`config.mk`:
```
export PLATFORM = sky130hd
export DESIGN_NAME = system_clock_divider_switchback
export DESIGN_NICKNAME = d
export VERILOG_FILES = /design/src/pkg/clk_ctrl_pkg.sv /design/src/rtl/system_clock_divider_switchback.sv
export SDC_FILE = /design/constraint.sdc
export NUM_CORES = 1
export LEC_CHECK = 0
export ABC_AREA = 1
export BUFFER_PORTS_ARGS = -buffer_cell sky130_fd_sc_hd__buf_2
export CAP_MARGIN = 20
export CORE_ASPECT_RATIO = 1.2
export CORE_MARGIN = 2
export CORE_UTILIZATION = 48
export CTS_CLUSTER_DIAMETER = 120
export DETAILED_ROUTE_END_ITERATION = 6
export HOLD_SLACK_MARGIN = 0.02
export MAX_ROUTING_LAYER = met4
export PLACE_DENSITY_LB_ADDON = 0.25
export SLEW_MARGIN = 40
export SYNTH_ARGS = -nofsm -noshare
export SYNTH_HDL_FRONTEND = slang
export SYNTH_SLANG_ARGS = --single-unit
```
`constraint.sdc`:
```
create_clock -name clk -period 3.74 [get_ports clk]
set_clock_uncertainty 0.05 [all_clocks]
set_input_delay 0.748 -clock clk [delete_from_list [all_inputs] [get_ports clk]]
set_output_delay 0.748 -clock clk [all_outputs]
set_load 0.03 [all_outputs]
```
`src/pkg/clk_ctrl_pkg.sv`:
```
package clk_ctrl_pkg;

    // register map
    localparam logic [11:0] CLOCK_CONTROL_REG_ADDR = 12'h000;

    // clock_control_reg bit positions
    localparam int BIT_DIV_LO   = 0;
    localparam int BIT_DIV_HI   = 1;
    localparam int BIT_PM_EN    = 2;
    localparam int BIT_SWB_EN   = 3;
    localparam int BIT_STOP     = 4;
    localparam int BIT_RING_ACT = 5;
    localparam int BIT_RING_SEL = 6;
    localparam int BIT_CRYSTAL_OR_RC_SELECT    = 7;

    // values after reset
    localparam logic [1:0] DIV_SEL_RST  = 2'h0;
    localparam logic       CRYSTAL_OR_RC_SELECT_RST    = 1'h1;

    // oscillator cycles per system clock, minus one
    localparam logic [7:0] DIV_TC_1   = 8'h00;
    localparam logic [7:0] DIV_TC_2   = 8'h01;
    localparam logic [7:0] DIV_TC_4   = 8'h03;
    localparam logic [7:0] DIV_TC_8   = 8'h07;
    localparam logic [7:0] DIV_TC_256 = 8'hFF;

    // serial port modes
    localparam logic [1:0] SER_MODE_0 = 2'h0;

    // wake sources that can end power management mode
    typedef struct packed {
        logic       extIntEvent;    // external_interrupt_pin event
        logic       extIntEnable;
        logic       serialRxActive; // receive line active
        logic       serialRxEnable;
        logic [1:0] serialMode;
        logic       uartTxLoad;     // outgoing byte loaded
        logic       spiTransmitStandby;
        logic       spiSlaveSelect;
        logic       spiSlaveMode;
        logic       rtcTodAlarm;
        logic       rtcTodEnable;
        logic       rtcSubsecAlarm;
        logic       rtcSubsecEnable;
        logic       debugBreakMatch;
        logic       debugCommand;
    } wake_s;

endpackage

```
`src/rtl/system_clock_divider_switchback.sv`:
```
// Our own choices: the placing of the registers and the APB slave port.
`timescale 1ns/10ps

// Notes on behaviour
// RQ1: With power management off, the two divide select bits set the oscillator cycles per system clock.
// RQ2: With power management on, the divide select bits are ignored and the ratio is one in 256.
// RQ3: With switchback enabled and power management on, any active source clears the enable bit.
// RQ4: With switchback enabled, setting the power management bit only sticks when no source is active.
// RQ5: Serial receive activity in modes 1 to 3 with reception on, and enabled external interrupts, are sources.
// RQ6: Loading an outgoing UART byte while transmission is enabled is a source.
// RQ7: Assertion of SPI slave select in slave mode is a source.
// RQ8: Enabled RTC time-of-day and subsecond alarms are sources.
// RQ9: Entry into active debug mode by breakpoint or debug command is a source.
// RQ10: After switchback clears power management, the ratio follows the divide select bits.
// RQ11: Writing 1 to the stop bit enters stop mode and leaves divide bits and power management alone.
// RQ12: A read-only status bit reads 1 while the ring oscillator clocks the system, else 0.
// RQ13: Without a ring oscillator the status bit mirrors the ring select bit.
// RQ14: Setting ring select switches to the ring at once, keeps the ratio and may stop the crystal amplifier.
// RQ15: After ring select clears, the ring stays in use until the source warm-up completes.
// RQ16: The divider is a counter giving a one-cycle enable at terminal count and reloads on a ratio change.
module system_clock_divider_switchback #(
    parameter bit HAS_RING_OSC = 1'b1
) (
    // clock and reset
    input  wire logic                 clk,
    input  wire logic                 rst_n,
    // apb slave
    input  wire logic                 psel,
    input  wire logic                 penable,
    input  wire logic                 pwrite,
    input  wire logic [11:0]          paddr,
    input  wire logic [31:0]          pwdata,
    input  wire logic [3:0]           pstrb,
    output logic                      pready,
    output logic [31:0]               prdata,
    output logic                      pslverr,
    // wake sources and clock source status
    input  wire clk_ctrl_pkg::wake_s  wake,
    input  wire logic                 warmupDone,
    input  wire logic                 ampDisableAllowed,
    input  wire logic                 stopExit,
    // clock control outputs
    output logic                      sysClkEn,
    output logic                      stopMode,
    output logic                      ringOscActive,
    output logic                      crystalAmpEnable
);

    ////////////////////////////////////////////////////////////////////////////////
    // functions

    // terminal count from the ratio controls
    function automatic logic [7:0] divTc(input logic pm, input logic [1:0] sel);
        logic [7:0] tc;
        tc = clk_ctrl_pkg::DIV_TC_1;
        if (pm) begin
            tc = clk_ctrl_pkg::DIV_TC_256;
        end else begin
            unique case (sel)
                2'h0: tc = clk_ctrl_pkg::DIV_TC_1;
                2'h1: tc = clk_ctrl_pkg::DIV_TC_2;
                2'h2: tc = clk_ctrl_pkg::DIV_TC_4;
                2'h3: tc = clk_ctrl_pkg::DIV_TC_8;
            endcase
        end
        return tc;
    endfunction

    ////////////////////////////////////////////////////////////////////////////////
    // state

    logic [1:0] divSel_q;
    logic       pmEn_q;
    logic       swbEn_q;
    logic       stop_q;
    logic       ringSel_q;
    logic       ringAct_q;
    logic       xtRc_q;
    logic [7:0] divCnt_q;
    logic [7:0] divTc_q;
    logic       sysClkEn_q;
    logic       ampEn_q;
    logic       pready_q;
    logic       pslverr_q;
    logic [31:0] prdata_q;

    logic       wakeActive;
    logic       rxSrc;
    logic       intSrc;
    logic       txSrc;
    logic       spiSrc;
    logic       rtcSrc;
    logic       dbgSrc;
    logic       addrHit;
    logic       wrAccess;
    logic       wrLow;
    logic [7:0] regRead;
    logic [7:0] curTc;

    ////////////////////////////////////////////////////////////////////////////////
    // switchback sources

    // RQ5: receive and interrupt sources
    assign rxSrc  = wake.serialRxActive & wake.serialRxEnable &
                    (wake.serialMode != clk_ctrl_pkg::SER_MODE_0);
    assign intSrc = wake.extIntEvent & wake.extIntEnable;
    // RQ6: uart transmit load
    assign txSrc  = wake.uartTxLoad & wake.spiTransmitStandby;
    // RQ7: spi slave select
    assign spiSrc = wake.spiSlaveSelect & wake.spiSlaveMode;
    // RQ8: rtc alarm sources
    assign rtcSrc = (wake.rtcTodAlarm & wake.rtcTodEnable) |
                    (wake.rtcSubsecAlarm & wake.rtcSubsecEnable);
    // RQ9: debug mode entry
    assign dbgSrc = wake.debugBreakMatch | wake.debugCommand;

    assign wakeActive = rxSrc | intSrc | txSrc | spiSrc | rtcSrc | dbgSrc;

    ////////////////////////////////////////////////////////////////////////////////
    // apb decode

    // write lands at the completing access edge
    assign addrHit  = (paddr == clk_ctrl_pkg::CLOCK_CONTROL_REG_ADDR);
    assign wrAccess = psel & penable & pready_q & pwrite & addrHit;
    assign wrLow    = wrAccess & pstrb[0];

    // register image for reads
    always_comb begin
        regRead = 8'h00;
        regRead[clk_ctrl_pkg::BIT_DIV_HI:clk_ctrl_pkg::BIT_DIV_LO] = divSel_q;
        regRead[clk_ctrl_pkg::BIT_PM_EN]    = pmEn_q;
        regRead[clk_ctrl_pkg::BIT_SWB_EN]   = swbEn_q;
        regRead[clk_ctrl_pkg::BIT_STOP]     = stop_q;
        regRead[clk_ctrl_pkg::BIT_RING_ACT] = ringAct_q;
        regRead[clk_ctrl_pkg::BIT_RING_SEL] = ringSel_q;
        regRead[clk_ctrl_pkg::BIT_CRYSTAL_OR_RC_SELECT]    = xtRc_q;
    end

    // one wait-free access phase per transfer
    always_ff @(posedge clk or negedge rst_n) begin
        if (!rst_n) begin
            pready_q  <= 1'h0;
            pslverr_q <= 1'h0;
            prdata_q  <= 32'h0000_0000;
        end else begin
            pready_q  <= psel & ~penable;
            pslverr_q <= psel & ~penable & ~addrHit;
            if (psel & ~penable) begin
                prdata_q <= (addrHit & ~pwrite) ? {24'h00_0000, regRead} : 32'h0000_0000;
            end
        end
    end

    ////////////////////////////////////////////////////////////////////////////////
    // control register

    // divide select, switchback enable, crystal or rc choice
    always_ff @(posedge clk or negedge rst_n) begin
        if (!rst_n) begin
            divSel_q <= clk_ctrl_pkg::DIV_SEL_RST;
            swbEn_q  <= 1'h0;
            xtRc_q   <= clk_ctrl_pkg::CRYSTAL_OR_RC_SELECT_RST;
        end else if (wrLow) begin
            divSel_q <= pwdata[clk_ctrl_pkg::BIT_DIV_HI:clk_ctrl_pkg::BIT_DIV_LO];
            swbEn_q  <= pwdata[clk_ctrl_pkg::BIT_SWB_EN];
            // source choice only changes while ring select is set
            if (ringSel_q) begin
                xtRc_q <= pwdata[clk_ctrl_pkg::BIT_CRYSTAL_OR_RC_SELECT];
            end
        end
    end

    // power management enable with switchback
    always_ff @(posedge clk or negedge rst_n) begin
        if (!rst_n) begin
            pmEn_q <= 1'h0;
        end else if (wrLow) begin
            // RQ4: set refused while a source is active
            if (pwdata[clk_ctrl_pkg::BIT_SWB_EN] & wakeActive) begin
                pmEn_q <= 1'h0;
            end else begin
                pmEn_q <= pwdata[clk_ctrl_pkg::BIT_PM_EN];
            end
        // RQ3: switchback clears power management
        end else if (swbEn_q & pmEn_q & wakeActive) begin
            pmEn_q <= 1'h0;
        end
    end

    // stop mode request
    always_ff @(posedge clk or negedge rst_n) begin
        if (!rst_n) begin
            stop_q <= 1'h0;
        // RQ11: write of one enters stop
        end else if (wrLow & pwdata[clk_ctrl_pkg::BIT_STOP]) begin
            stop_q <= 1'h1;
        end else if (stopExit) begin
            stop_q <= 1'h0;
        end
    end

    ////////////////////////////////////////////////////////////////////////////////
    // ring oscillator selection

    // select bit and active status
    always_ff @(posedge clk or negedge rst_n) begin
        if (!rst_n) begin
            ringSel_q <= 1'h0;
            ringAct_q <= 1'h0;
        end else begin
            if (wrLow) begin
                ringSel_q <= pwdata[clk_ctrl_pkg::BIT_RING_SEL];
            end
            if (!HAS_RING_OSC) begin
                // RQ13: status mirrors select
                ringAct_q <= wrLow ? pwdata[clk_ctrl_pkg::BIT_RING_SEL] : ringSel_q;
            // RQ14: ring taken at once
            end else if (wrLow & pwdata[clk_ctrl_pkg::BIT_RING_SEL]) begin
                ringAct_q <= 1'h1;
            // RQ15: hold ring until warm-up done
            end else if (!ringSel_q & warmupDone) begin
                ringAct_q <= 1'h0;
            end
        end
    end

    // RQ14: crystal amplifier off on ring select
    always_ff @(posedge clk or negedge rst_n) begin
        if (!rst_n) begin
            ampEn_q <= 1'h1;
        end else begin
            ampEn_q <= ~(ringSel_q & ampDisableAllowed);
        end
    end

    ////////////////////////////////////////////////////////////////////////////////
    // divider

    // RQ1: ratio from select bits, RQ2: fixed 256, RQ10: follows select after switchback
    assign curTc = divTc(pmEn_q, divSel_q);

    // RQ16: counter with reload on ratio change
    always_ff @(posedge clk or negedge rst_n) begin
        if (!rst_n) begin
            divTc_q    <= clk_ctrl_pkg::DIV_TC_1;
            divCnt_q   <= 8'h00;
            sysClkEn_q <= 1'h0;
        end else begin
            divTc_q <= curTc;
            if (stop_q) begin
                divCnt_q   <= 8'h00; // no system clock in stop
                sysClkEn_q <= 1'h0;
            end else if (curTc != divTc_q) begin
                divCnt_q   <= 8'h00;
                sysClkEn_q <= 1'h0;
            end else if (divCnt_q >= divTc_q) begin
                divCnt_q   <= 8'h00;
                sysClkEn_q <= 1'h1;
            end else begin
                divCnt_q   <= divCnt_q + 8'h01;
                sysClkEn_q <= 1'h0;
            end
        end
    end

    ////////////////////////////////////////////////////////////////////////////////
    // outputs

    assign pready           = pready_q;
    assign pslverr          = pslverr_q;
    assign prdata           = prdata_q;
    assign sysClkEn         = sysClkEn_q;
    assign stopMode         = stop_q;
    // RQ12: ring status output
    assign ringOscActive    = ringAct_q;
    assign crystalAmpEnable = ampEn_q;

endmodule

```
==> flow_summary.toml <==
[yosys]
synthCells = 245
yosysWarnings = 0
syn_area_sq_um = 1944
yosys.area.top_type = "dfrtp_1"
synth_area_leaders = "dfrtp_1 (39%), nand2_1 (13%), buf_4 (9.3%), ha_1 (5.8%), nand3_1 (5.1%)"
synthDistinctLibCells = 29
synth_top_cell_area_share_pct = 38.61
syn_area_per_cell_sq_um = 7.936
synth_seq_cells = 32
ys_seq_area_share_pct = 41.31

[cts]
clockRootBuffer = "clkbuf_8"
cts_buffers = 5
clk_pin_slew_ns = 0.06
cts_tree = "yes"
htreeDepth = 2
clkLatencyLatePin_ns = 0.28
cts_setup_buffers = 0
clkSinkCount = 32
holdBufCountCts = 0
clockBufferDepth = 2
cts_resized = 0

[route]
drc = 0
met2_length_microns = 1784
viasPerCell = 4.479
highest_layer = "met4"
met3WireLength_microns = 207
wirelength_microns = 3696
firstDrtPassIters = 4
wl_per_cell_microns = 10.18
ant_nets = 0
num_vias = 1626
drtIter0Drc = 71
drt-met1-wl_microns = 1668

[final_layout]
final_cell_mix = "nand2_1 (69), buf_2 (57), dfrtp_1 (30)"
stdcell_area_sq_um = 2293
area_growth_pct = 17.95
final_cells = 363
drive_above_1_share_pct = 27.83
final_common_cell = "nand2_1"
antennaDiodeCount = 0
fin_nets = 389

[power_and_ir_drop]
vdd_drop_max_mv = 0.2075
p_int_mw = 0.5183
seqPwrFrac_pct = 50.1
power.switching_mw = 0.1767
p_comb_share_pct = 11.0
p_sw_share_pct = 25.43
powerDensity_nw_per_um2 = 303.0
p_total_mw = 0.6950
leakage_nw = 1.366
clkPwrFrac_pct = 38.9

[run_status]
status = "finished, final reports clean"

[worst_setup_path]
start_kind = "flip-flop"
crit_slowest_cell = "dfstp_2"
endpoint_kind = "output pin"
r2r_slack_ns = 2.09
crit_path_max_fanout = 1
required_ns = 2.94
crit_family = "flip-flops"
path_buf_inv = 1
cp_cell_sequence = "buf_2"
path_class = "flip-flop to output pin"
max_stage_delay_ns = 0.51
arrival_ns = 0.97

[timing]
setup_viol = 0
period_share_pct = 47.35
rsz0062_at_grt = "false"
hold_slack_ns = 0.4220
slew_headroom_pct = 53.71
hold_viol_final = 0
layout_min_cycle_time_ns = 1.771
tightest_slew_ns = 0.6944
fmax_ghz = 0.5646
setup_tns_ns = 0
slew_violations = 0

[global_routing]
grt_max_degree = 33
antenna_found_initial = 0
grt.overflow.total = 0
grt_usage_pct = 18.86
grt_pass1_vias = 1578
grt_pass1_wl_microns = 6548

[floorplanning]
ios = 110
core_area_sq_um = 3910
initial_core_util_pct = 49.73
die_area_sq_um = 4578
die_y_microns = 73.72
num_rows = 25
die_x_microns = 62.10

[placement]
placed_area_sq_um = 2203
hpwlAfterDp_microns = 2884
gp_congestion = 0.8068
portBuffers = 57
place_inst = 355

[flow_run]
drv_cap = 0

[worst_hold_path]
hp-class = "flip-flop to flip-flop"
-- kinds of logic after synthesis --
kind of cell	share of synthesized area [%]
compound gates	3.475
xor+xnor	1.352
fa+ha+maj	5.792
buf+inv	14.87
flops	41.31
other cells	0.1929
simple gates	33.01
-- synth_stat cells --
cell type,number
o31ai_1,1
o21ai_1,3
nand3_1,20
dfstp_2,2
nand3b_1,3
o21ai_0,2
clkinv_1,1
ha_1,9
a21oi_1,4
inv_2,7
conb_1,1
nand2_2,3
inv_1,21
nand4_1,4
buf_4,24
o21a_1,1
nor3_1,6
nor2_2,4
nand3_4,2
or2_2,1
xor2_1,1
nor2_4,3
o21bai_1,1
and2_1,1
nand4_2,1
dfrtp_1,30
nand2_1,69
nor2_1,18
xnor2_1,2
-- routing by layer --
| layer | track usage, % | up-vias |
|---|---|---|
| li1 | - | 855 |
| met1 | 20.90 | 716 |
| met2 | 33.33 | 50 |
| met3 | 5.513 | 5 |
| met4 | 5.679 | 0 |
| met5 | - | - |
-- final timing paths --
| kind | cells after the start | endpoint | startpoint |
|---|---|---|---|
| setup / recovery | 1 | crystalAmpEnable | crystalAmpEnable |
| hold / removal | 2 | xtRc_q | xtRc_q |
| setup reg to reg | 8 | divCnt_q[3] | divTc_q[6] |
| hold reg to reg | 2 | xtRc_q | xtRc_q |
| max in group asynchronous | 1 | divCnt_q[4] | rst_n |
| min in group asynchronous | 1 | pready | rst_n |
-- power by group through the flow --
| stage | logic, mW | registers [mW] | clock network, mW |
|---|---|---|---|
| global placement | 0.0765 | 0.354 | 0 |
| floorplan | 0.0614 | 0.357 | 0 |
| global route | 0.0852 | 0.348 | 0.298 |
| CTS | 0.0771 | 0.348 | 0.281 |
| detailed placement | 0.0770 | 0.354 | 0 |
| finish | 0.0765 | 0.348 | 0.270 |
-- state kept, by name, indices dropped and copies added, names as in the netlist --
register / flops
divCnt_q: 8
pmEn_q: 1
prdata: 8
ringOscActive: 1
pslverr: 1
divTc_q: 4
divSel_q: 2
swbEn_q: 1
sysClkEn: 1
stopMode: 1
pready: 1
ringSel_q: 1
crystalAmpEnable: 1
xtRc_q: 1
-- cell type report --
cell class / count / area (sq um)
inverter: 29 / 108.9
fill: 380 / 1617
multi-input combinational: 183 / 938.4
tap: 54 / 67.56
timing repair buffer: 57 / 285.3
clock buffer: 8 / 90.09
sequential: 32 / 803.3
-- metrics by stage --
step	setup slack (ns)	util (%)
2_1_floorplan	2.182	-
3_3_place_gp	1.953	56.35
3_5_place_dp	1.932	56.35
4_1_cts	1.953	58.66
5_1_grt	1.849	58.66
6_report	1.969	58.66
(Power assumes the default switching activity.)
